--- config.mk ---
export PLATFORM = sky130hd
export DESIGN_NAME = bbie_exec
export DESIGN_NICKNAME = d
export VERILOG_FILES = /design/src/include/bbie_pkg.sv /design/src/hdl/bbie_file_ram.sv /design/src/hdl/bbie_exec.sv
export SDC_FILE = /design/constraint.sdc
export NUM_CORES = 2
export LEC_CHECK = 0
export BUFFER_PORTS_ARGS = -buffer_cell sky130_fd_sc_hd__buf_4
export CELL_PAD_IN_SITES_DETAIL_PLACEMENT = 1
export CELL_PAD_IN_SITES_GLOBAL_PLACEMENT = 1
export CORE_ASPECT_RATIO = 1.1
export CORE_MARGIN = 2
export CORE_UTILIZATION = 51
export CTS_CLUSTER_SIZE = 28
export DETAILED_ROUTE_END_ITERATION = 6
export PLACE_DENSITY_LB_ADDON = 0.1
export SYNTH_ARGS = -nofsm -noshare
export SYNTH_HDL_FRONTEND = slang
export SYNTH_SLANG_ARGS = --single-unit
--- constraint.sdc ---
create_clock -name mclk -period 42.6 [get_ports mclk]
set_clock_uncertainty 0.1 [all_clocks]
set_input_delay 2.13 -clock mclk [delete_from_list [all_inputs] [get_ports mclk]]
set_output_delay 2.13 -clock mclk [all_outputs]
set_load 0.05 [all_outputs]
--- src/include/bbie_pkg.sv ---
// bbie_pkg: register map, instruction fields, op codes and timing for the executor
package bbie_pkg;
  // register byte offsets on the avalon slave
  localparam logic [4:0] REG_INSTR  = 5'h00;  // write issues one instruction
  localparam logic [4:0] REG_ACC    = 5'h04;  // accumulator, low byte
  localparam logic [4:0] REG_STATUS = 5'h08;  // flags, skip and busy
  localparam logic [4:0] REG_FPTR   = 5'h0c;  // file register pointer for software access
  localparam logic [4:0] REG_FDATA  = 5'h10;  // file register at the pointer
  localparam logic [4:0] REG_CYCLES = 5'h14;  // instruction cycles retired
  // instruction word fields
  localparam int IMM_LSB  = 0;   // 8-bit immediate
  localparam int ADDR_LSB = 8;   // 7-bit file address
  localparam int DEST_POS = 15;  // 0 = accumulator, 1 = file register
  localparam int BIT_LSB  = 16;  // 3-bit bit index
  localparam int OP_LSB   = 20;  // 4-bit operation
  // status bit positions
  localparam int ST_ZERO = 0;
  localparam int ST_NIB  = 1;
  localparam int ST_CARRY = 2;
  localparam int ST_SKIP = 3;
  localparam int ST_BUSY = 4;
  // operation codes
  localparam logic [3:0] OP_NOP       = 4'h0;
  localparam logic [3:0] OP_ADD_IMM   = 4'h1;  // add_immediate_to_acc
  localparam logic [3:0] OP_ADD_FILE  = 4'h2;  // add_acc_to_file
  localparam logic [3:0] OP_AND_FILE  = 4'h3;  // and_acc_with_file
  localparam logic [3:0] OP_AND_IMM   = 4'h4;  // and_immediate_with_acc
  localparam logic [3:0] OP_BIT_CLR   = 4'h5;  // bit_clear_in_file
  localparam logic [3:0] OP_BIT_SET   = 4'h6;  // bit_set_in_file
  localparam logic [3:0] OP_TEST_ONE  = 4'h7;  // test_bit_skip_when_one
  localparam logic [3:0] OP_TEST_ZERO = 4'h8;  // test_bit_skip_when_zero
  localparam logic [3:0] OP_ZERO_FILE = 4'h9;  // zero_file_register
  // reset values
  localparam logic [7:0]  ACC_RST   = 8'h00;
  localparam logic [31:0] INSTR_RST = 32'h0000_0000;
  // timing: one instruction cycle is four mclk periods
  localparam int MCLK_PERIOD_NS = 50;
  localparam int TCY_NS         = 200;
  localparam int TCY_CLKS       = TCY_NS / MCLK_PERIOD_NS;
  localparam logic [1:0] RD_WAIT = 2'h2;  // wait cycles before a read answers
endpackage

--- src/hdl/bbie_file_ram.sv ---
// bbie_file_ram: file register memory, one write port, registered read data
module bbie_file_ram #(
  parameter int DEPTH = 128,
  parameter int AW    = 7
) (
  // clock and reset
  input  wire  logic          mclk,
  input  wire  logic          rst_n,
  input  wire  logic          ce,
  // read port
  input  wire  logic [AW-1:0] raddr,
  output logic       [7:0]    rdata,
  // write port
  input  wire  logic          we,
  input  wire  logic [AW-1:0] waddr,
  input  wire  logic [7:0]    wdata
);
  import bbie_pkg::*;

  // whole memory plus read register as one state word
  typedef struct packed {
    logic [DEPTH-1:0][7:0] mem;
    logic [7:0]            rdata;
  } bbie_ram_s;

  bbie_ram_s s_r;
  bbie_ram_s s_nxt;

  // read is registered so address decode never reaches the output
  always_comb begin
    s_nxt = s_r;
    s_nxt.rdata = s_r.mem[raddr];
    if (we) begin
      s_nxt.mem[waddr] = wdata;
    end
  end

  // cleared at reset so reads are never unknown
  always_ff @(posedge mclk or negedge rst_n) begin
    if (!rst_n) begin
      s_r <= '0;
    end else if (ce) begin
      s_r <= s_nxt;
    end
  end

  assign rdata = s_r.rdata;
endmodule

--- src/hdl/bbie_exec.sv ---
// bbie_exec: byte and bit instruction executor with an avalon-mm register slave
//
// Chosen here: the placing of the registers and the Avalon-MM interface to the registers.
module bbie_exec (
  // clock, enable and reset
  input  wire  logic        mclk,
  input  wire  logic        ce,
  input  wire  logic        reset_n,
  // avalon-mm slave
  input  wire  logic [4:0]  avs_address,
  input  wire  logic        avs_read,
  input  wire  logic        avs_write,
  input  wire  logic [3:0]  avs_byteenable,
  input  wire  logic [31:0] avs_writedata,
  output logic       [31:0] avs_readdata,
  output logic              avs_waitrequest,
  // execution status
  output logic              busy,
  output logic              skip_pending
);
  import bbie_pkg::*;

  // one state per mclk period of the instruction cycle
  typedef enum logic [2:0] {S_IDLE, S_FETCH, S_READ, S_CALC, S_COMMIT} bbie_st_e;

  typedef struct packed {
    bbie_st_e    st;      // phase of the instruction cycle
    logic [31:0] instr;   // instruction being executed
    logic [7:0]  acc;     // accumulator
    logic        zero;    // zero flag
    logic        nib;     // nibble_overflow_flag
    logic        carry;   // carry flag
    logic        skip;    // next instruction is to be discarded
    logic [6:0]  fptr;    // software file pointer
    logic [31:0] cycles;  // retired instruction cycles
    logic [1:0]  rd_cnt;  // read wait counter
    logic [31:0] rdata;   // registered read data
  } bbie_state_s;

  bbie_state_s s_r;
  bbie_state_s s_nxt;
  logic [1:0]  rst_sync_r;  // reset release synchroniser
  logic        rst_n_i;     // synchronised reset

  // release the async reset through two flops to avoid metastable exit
  always_ff @(posedge mclk or negedge reset_n) begin
    if (!reset_n) begin
      rst_sync_r <= 2'h0;
    end else begin
      rst_sync_r <= {rst_sync_r[0], 1'b1};
    end
  end
  assign rst_n_i = rst_sync_r[1];

  // decoded instruction fields
  logic [3:0] op;
  logic [7:0] imm;
  logic [6:0] faddr;
  logic       dest;
  logic [2:0] bidx;
  assign op    = s_r.instr[OP_LSB +: 4];
  assign imm   = s_r.instr[IMM_LSB +: 8];
  assign faddr = s_r.instr[ADDR_LSB +: 7];
  assign dest  = s_r.instr[DEST_POS];
  assign bidx  = s_r.instr[BIT_LSB +: 3];

  // memory ports
  logic [6:0] mem_raddr;
  logic [7:0] mem_rdata;
  logic       mem_we;
  logic [6:0] mem_waddr;
  logic [7:0] mem_wdata;

  // pointer while idle so software reads see it; instruction address when busy
  assign mem_raddr = (s_r.st == S_IDLE) ? s_r.fptr : faddr;

  bbie_file_ram #(.DEPTH(128), .AW(7)) u_ram (
    .mclk  (mclk),
    .rst_n (rst_n_i),
    .ce    (ce),
    .raddr (mem_raddr),
    .rdata (mem_rdata),
    .we    (mem_we),
    .waddr (mem_waddr),
    .wdata (mem_wdata)
  );

  // datapath: operand, adder, nibble adder, and, bit mask
  logic [7:0] opnd;
  logic [8:0] sum;
  logic [4:0] nsum;
  logic [7:0] andv;
  logic [7:0] mask;
  logic       tbit;
  assign opnd = (op == OP_ADD_IMM || op == OP_AND_IMM) ? imm : mem_rdata;
  assign sum  = {1'b0, s_r.acc} + {1'b0, opnd};
  assign nsum = {1'b0, s_r.acc[3:0]} + {1'b0, opnd[3:0]};
  assign andv = s_r.acc & opnd;
  assign mask = 8'h01 << bidx;
  assign tbit = mem_rdata[bidx];

  // merge enabled byte lanes of a write into an old word
  function automatic logic [31:0] lane_merge(input logic [31:0] old_v,
                                             input logic [31:0] new_v,
                                             input logic [3:0]  be);
    logic [31:0] r;
    r = old_v;
    for (int i = 0; i < 4; i++) begin
      if (be[i]) begin
        r[8*i +: 8] = new_v[8*i +: 8];
      end
    end
    return r;
  endfunction

  // status word as software sees it
  logic [31:0] status_w;
  assign status_w = {27'h0, (s_r.st != S_IDLE), s_r.skip, s_r.carry, s_r.nib, s_r.zero};

  // next-state logic: bus slave when idle, instruction cycle when busy
  always_comb begin
    logic [31:0] wv;
    wv = 32'h0;
    s_nxt = s_r;
    mem_we = 1'b0;
    mem_waddr = faddr;
    mem_wdata = 8'h00;
    avs_waitrequest = 1'b1;
    case (s_r.st)
      S_IDLE: begin
        // every access stalls while busy; writes land in one cycle
        if (avs_write) begin
          avs_waitrequest = 1'b0;
          case ({avs_address[4:2], 2'b00})
            REG_INSTR: begin
              s_nxt.instr = lane_merge(s_r.instr, avs_writedata, avs_byteenable);
              s_nxt.st = S_FETCH;
            end
            REG_ACC: begin
              wv = lane_merge({24'h0, s_r.acc}, avs_writedata, avs_byteenable);
              s_nxt.acc = wv[7:0];
            end
            REG_STATUS: begin
              // flags only; skip and busy are hardware state
              if (avs_byteenable[0]) begin
                s_nxt.zero  = avs_writedata[ST_ZERO];
                s_nxt.nib   = avs_writedata[ST_NIB];
                s_nxt.carry = avs_writedata[ST_CARRY];
              end
            end
            REG_FPTR: begin
              if (avs_byteenable[0]) begin
                s_nxt.fptr = avs_writedata[6:0];
              end
            end
            REG_FDATA: begin
              mem_we = avs_byteenable[0];
              mem_waddr = s_r.fptr;
              mem_wdata = avs_writedata[7:0];
            end
            default: begin
              // unmapped write is accepted and dropped
            end
          endcase
        end else if (avs_read) begin
          // two wait cycles so the memory read register has settled
          if (s_r.rd_cnt == RD_WAIT) begin
            avs_waitrequest = 1'b0;
            s_nxt.rd_cnt = 2'h0;
          end else begin
            s_nxt.rd_cnt = s_r.rd_cnt + 2'h1;
            if (s_r.rd_cnt == RD_WAIT - 2'h1) begin
              case ({avs_address[4:2], 2'b00})
                REG_INSTR:  s_nxt.rdata = s_r.instr;
                REG_ACC:    s_nxt.rdata = {24'h0, s_r.acc};
                REG_STATUS: s_nxt.rdata = status_w;
                REG_FPTR:   s_nxt.rdata = {25'h0, s_r.fptr};
                REG_FDATA:  s_nxt.rdata = {24'h0, mem_rdata};
                REG_CYCLES: s_nxt.rdata = s_r.cycles;
                default:    s_nxt.rdata = 32'h0;
              endcase
            end
          end
        end
      end
      // address goes out in the first period, data are back by the second
      S_FETCH: s_nxt.st = S_READ;
      S_READ:  s_nxt.st = S_CALC;
      S_CALC:  s_nxt.st = S_COMMIT;
      S_COMMIT: begin
        s_nxt.st = S_IDLE;
        s_nxt.cycles = s_r.cycles + 32'h1;
        if (s_r.skip) begin
          // discarded instruction runs as a nop for a full cycle
          s_nxt.skip = 1'b0;
        end else begin
          case (op)
            OP_ADD_IMM, OP_ADD_FILE: begin
              s_nxt.carry = sum[8];
              s_nxt.nib   = nsum[4];
              s_nxt.zero  = (sum[7:0] == 8'h00);
              if (op == OP_ADD_FILE && dest) begin
                mem_we = 1'b1;
                mem_wdata = sum[7:0];
              end else begin
                s_nxt.acc = sum[7:0];
              end
            end
            OP_AND_FILE, OP_AND_IMM: begin
              s_nxt.zero = (andv == 8'h00);
              if (op == OP_AND_FILE && dest) begin
                mem_we = 1'b1;
                mem_wdata = andv;
              end else begin
                s_nxt.acc = andv;
              end
            end
            OP_BIT_CLR: begin
              mem_we = 1'b1;
              mem_wdata = mem_rdata & ~mask;
            end
            OP_BIT_SET: begin
              mem_we = 1'b1;
              mem_wdata = mem_rdata | mask;
            end
            OP_TEST_ONE:  s_nxt.skip = tbit;
            OP_TEST_ZERO: s_nxt.skip = ~tbit;
            OP_ZERO_FILE: begin
              mem_we = 1'b1;
              mem_wdata = 8'h00;
              s_nxt.zero = 1'b1;
            end
            default: begin
              // nop and unused codes change nothing
            end
          endcase
        end
      end
      default: s_nxt.st = S_IDLE;
    endcase
    // frozen clock enable must not let a bus cycle complete
    if (!ce) begin
      avs_waitrequest = 1'b1;
      mem_we = 1'b0;
    end
  end

  // single state register; clock enable freezes everything
  always_ff @(posedge mclk or negedge rst_n_i) begin
    if (!rst_n_i) begin
      s_r <= '{st: S_IDLE, instr: INSTR_RST, acc: ACC_RST, default: '0};
    end else if (ce) begin
      s_r <= s_nxt;
    end
  end

  assign avs_readdata = s_r.rdata;
  assign busy         = (s_r.st != S_IDLE);
  assign skip_pending = s_r.skip;

  logic       commit;    // an instruction executes this cycle
  logic       live;      // executes and is not discarded
  logic [8:0] ref_add;   // independent adder reference
  logic [2:0] ph_cnt;    // enabled clocks since issue
  assign commit  = ce && (s_r.st == S_COMMIT);
  assign live    = commit && !s_r.skip;
  assign ref_add = 9'(s_r.acc) + 9'(opnd);

  // counts enabled clocks of the instruction cycle, checker only
  always_ff @(posedge mclk or negedge rst_n_i) begin
    if (!rst_n_i) begin
      ph_cnt <= 3'h0;
    end else if (ce) begin
      ph_cnt <= (s_r.st == S_IDLE) ? 3'h0 : ph_cnt + 3'h1;
    end
  end
endmodule

==> results.txt <==
The tools report the remaining antenna violation count as 0. For this run, the top clock speed supported by timing is 153 MHz. For the net count reported at finish, the log shows 4992.

On the critical path the largest part of the delay comes from buffers and inverters. The total clock sinks is 1154. For this block, the routed nets add up to 168 mm of wire. In the final timing run, aggregate negative setup slack is 0 ns.

Of all cell types, the one taking the most synthesized area is sky130_fd_sc_hd__dfrtp_1. The ratio of final minimum period to clock period was 15.4%; the clock period minus final worst setup slack was 6.54 ns. STA classifies the critical path startpoint as a register. Ranked by total cell area, the synthesized netlist is headed by sky130_fd_sc_hd__dfrtp_1 (55%), sky130_fd_sc_hd__mux4_2 (9.3%), sky130_fd_sc_hd__nor2_1 (7.9%). STA puts the critical path data arrival time at 6.99 ns. The die covers 105000 um2. The logs give 2010 uW for the internal power component and 5 for the first-pass detailed-route iteration total. Total chip power: 3050 uW.

TritonCTS built the clock tree. The timing startpoint of the critical path is s_r[117]. The number of cells on the worst reg-to-reg path was 10; the number of nets produced by synthesis was 5135.

The share of synthesized area in the top cell type comes to 55.4%. The core outline area was 101000 um2; the proportion of power drawn by combinational gates was 25.0%. Fill cells in the final layout number 10700. The number of buffers inserted by port buffering was 78. In the global route stage, overall resource usage came out at 32.6%. For this design the total switching power over the nets is 1050 uW. Synthesis handed over a netlist of 5075 instances. The netlist area before placement was 52100 um2; the complex-gate fraction of the synthesized area was 14.6%. Traced cell by cell, the critical path runs through o31ai_1 -> and2_4 -> buf_12 -> buf_4 -> buf_4 -> mux4_2 -> mux2i_1 -> o21ai_0 -> o31ai_1 -> nand4_1.

The library cells used most frequently in the layout, excluding fill and tap cells, are sky130_fd_sc_hd__dfrtp_1 (1153), sky130_fd_sc_hd__nor2_1 (1101), sky130_fd_sc_hd__a21oi_1 (817), sky130_fd_sc_hd__nand2_1 (362), sky130_fd_sc_hd__mux4_2 (215). The post-synthesis async set-or-reset flop share is 100%. The tools report the number of global-route vias before repair as 42500. The depth of the worst hold-timing path came out at 0. The area growth from synthesis to layout is 10.4%.

For the clock latency of the later-clocked register in the worst-skew pair, the log shows 0.74 ns. The largest single stage delay on the critical path is 0.87 ns. In the final routed layout, each cell accounts on average for 26.3 um.

Number of remaining DRC errors: 0. The initial antenna violation count was 5; the number of flip-flops and latches in the synthesized netlist was 1154. The worst setup path is captured at a register. Setup repair after global routing left no endpoint under its margin.

The number of gates resized after CTS was 0. Registers are responsible for 39.0% of the overall power. The count of different cell masters after synthesis was 74.

The worst pin sits at a relative slew slack of 15.8%. The tools report the number of rows created at floorplan as 122. Share of synthesized area spent on multiplexers: 11.9%. The run gives 28900 um2 as the register area.

Leakage power: 0.0261 uW. After synthesis, the largest family of logic cells by area is compound AO/OA/AOI/OAI gates. Across the run, the number of max-cap violations was 0. During synthesis, Yosys emitted a total of 0 warnings. The fraction of power spent switching nets is 34.3%. Measured along the y axis, the die boundary spans 339 um. The logs give 3 for the H-tree depth and 0 for the final max-slew violation count. The most used flip-flop cell after synthesis is sky130_fd_sc_hd__dfrtp_1.

For the count of final hold-check violations, the log shows 0. Fraction of final layout cells with drive strength greater than 1: 13.5%. The count of buffer and inverter cells on the critical path was 3; the TritonCTS buffer count was 120. Data on the critical path is required at its endpoint by 43.05 ns. The run gives 260 mm as the wire length of the first global-routing pass. Category of the most critical setup path: reg -> reg. The number of design-rule violations left by the first detailed-router iteration came out at 3112. Power density normalized to cell area: 53.1 nW/um2. The share of the Yosys chip area taken by registers is 55.4%. The logs give 36.0% for the clock network fraction of design power and 0.878 for the weighted congestion at the end of routability-driven global placement. The number of ports placed on the die boundary came out at 81. The via count is 40100, and the total number of cells along the worst setup path is 10. Counting along the longest clock path gives a buffer depth of 3. The mean post-synth cell area came out at 10.3 um2. The most common cell after layout, fill and taps aside was sky130_fd_sc_hd__dfrtp_1.

The slowest stage of the critical path belongs to the cell sky130_fd_sc_hd__buf_4. Entering global routing, the biggest net connects 92 pins. The number of buffers inserted to repair setup after CTS was 0; the number of hold-repair buffers added at the cts stage was 0.

After Yosys synthesis, XOR and XNOR cells account for 0.639% of the synthesized area. The multi-input combinational cells in the finished layout cover a total of 21600 um2. The clock transition time at the flip-flop clock pins of the worst setup and hold paths came out at 0.06 ns. The tools report the reg-to-reg startpoint as s_r[117]. Detailed placement finished with a half-perimeter wire length of 105 mm. The root buffer cell chosen for the clock tree is sky130_fd_sc_hd__clkbuf_16. The flow ran to the end, and the final reports show no timing, DRC or antenna violations. The worst hold path belongs to the class reg -> reg. In this run the worst path has a maximum fanout of 91. The final setup violation count was 0. The simple-gate portion of the synthesized area is 13.6%. The die width was 309 um; the detailed-route vias per instance was 6.27. At the pin with the least slew margin, the transition time is 1.24 ns. The adder-cell area share of the yosys netlist was 0.351%; the global route total overflow was 0. Once the floorplan was initialized, standard cells occupied 51.6% of the core.

The maximum vdd ir drop is 0.0000549 V, and the number of synthesized flops with an enable pin is 0. The source of the worst hold timing path is rst_sync_r[0].
-- area by class of cell --
cell class                      count  area share [%]
Inverter                           14          0.0914
Tap cell                         1364            2.97
Clock buffer                      173            6.15
Antenna cell                        1         0.00435
Timing Repair Buffer              155            2.05
Sequential cell                  1154            50.2
Clock inverter                     45           0.977
Multi-Input combinational cell   3487            37.5
-- power groups by stage --
stage / logic [uW] / clock network, uW / registers, uW
6_report: 763 / 1100 / 1190
5_1_grt: 796 / 1160 / 1190
4_1_cts: 757 / 1110 / 1190
3_5_place_dp: 752 / 0 / 1210
3_3_place_gp: 743 / 0 / 1210
2_1_floorplan: 474 / 0 / 1190
-- kinds of logic (layout without fill, tap and decap cells) --
logic type / Yosys count / in the layout
flip-flops: 1154 / 1154
other: 1 / 2
buffers and inverters: 434 / 387
XOR/XNOR: 38 / 38
adder cells (fa/ha/maj): 14 / 14
multiplexers: 343 / 343
AND/OR/NAND/NOR: 1730 / 1730
AO/OA/AOI/OAI: 1361 / 1361
-- worst paths after layout --
check                                  to  slack [ns]
max                        u_ram.rdata[1]       36.06
min                         rst_sync_r[1]        0.25
max reg2reg                u_ram.rdata[1]       36.06
min reg2reg                 rst_sync_r[1]        0.25
max in group asynchronous  u_ram.s_r[640]       38.25
min in group asynchronous  u_ram.s_r[368]        0.38
-- cell usage after synthesis (38+ instances only) --
| cell type | n |
|---|---|
| sky130_fd_sc_hd__mux2i_1 | 68 |
| sky130_fd_sc_hd__dfrtp_1 | 1154 |
| sky130_fd_sc_hd__mux2_2 | 60 |
| sky130_fd_sc_hd__nand2_1 | 370 |
| sky130_fd_sc_hd__buf_2 | 38 |
| sky130_fd_sc_hd__a31oi_1 | 159 |
| sky130_fd_sc_hd__a22oi_1 | 62 |
| sky130_fd_sc_hd__mux4_2 | 215 |
| sky130_fd_sc_hd__a21oi_1 | 819 |
| sky130_fd_sc_hd__o21ai_0 | 183 |
| sky130_fd_sc_hd__clkbuf_1 | 324 |
| sky130_fd_sc_hd__nor2_1 | 1102 |
| sky130_fd_sc_hd__nand3_1 | 95 |
-- flip-flops by register name (all words and copies together), names as in the netlist, 3 cells and up --
| name | cells |
|---|---|
| u_ram.s_r | 1024 |
| s_r | 64 |
| avs_readdata | 32 |
| imm | 8 |
| u_ram.rdata | 8 |
| faddr | 7 |
| op | 4 |
| bidx | 3 |
-- through the flow --
stage	cell area, um2	instances	hold slack, ns	worst slack, ns	util, %
after global placement	53400	6174	0.233	36.15	52.9
after floorplan	52100	5075	0.231	7.95	-
final	57500	6393	0.248	36.06	57.0
after detailed placement	53400	6174	0.237	36.08	52.9
after global routing	57500	6392	0.267	35.67	57.0
after CTS	57500	6392	0.252	36.04	57.0
-- routing by layer --
layer | share of wire [%] | GRT usage [%]
met5 | 0.015 | 0
met4 | 3.9 | 13.0
met3 | 5.3 | 4.55
met2 | 49 | 53.3
met1 | 42 | 44.2
No activity file was read; power rests on OpenSTA's default activity.
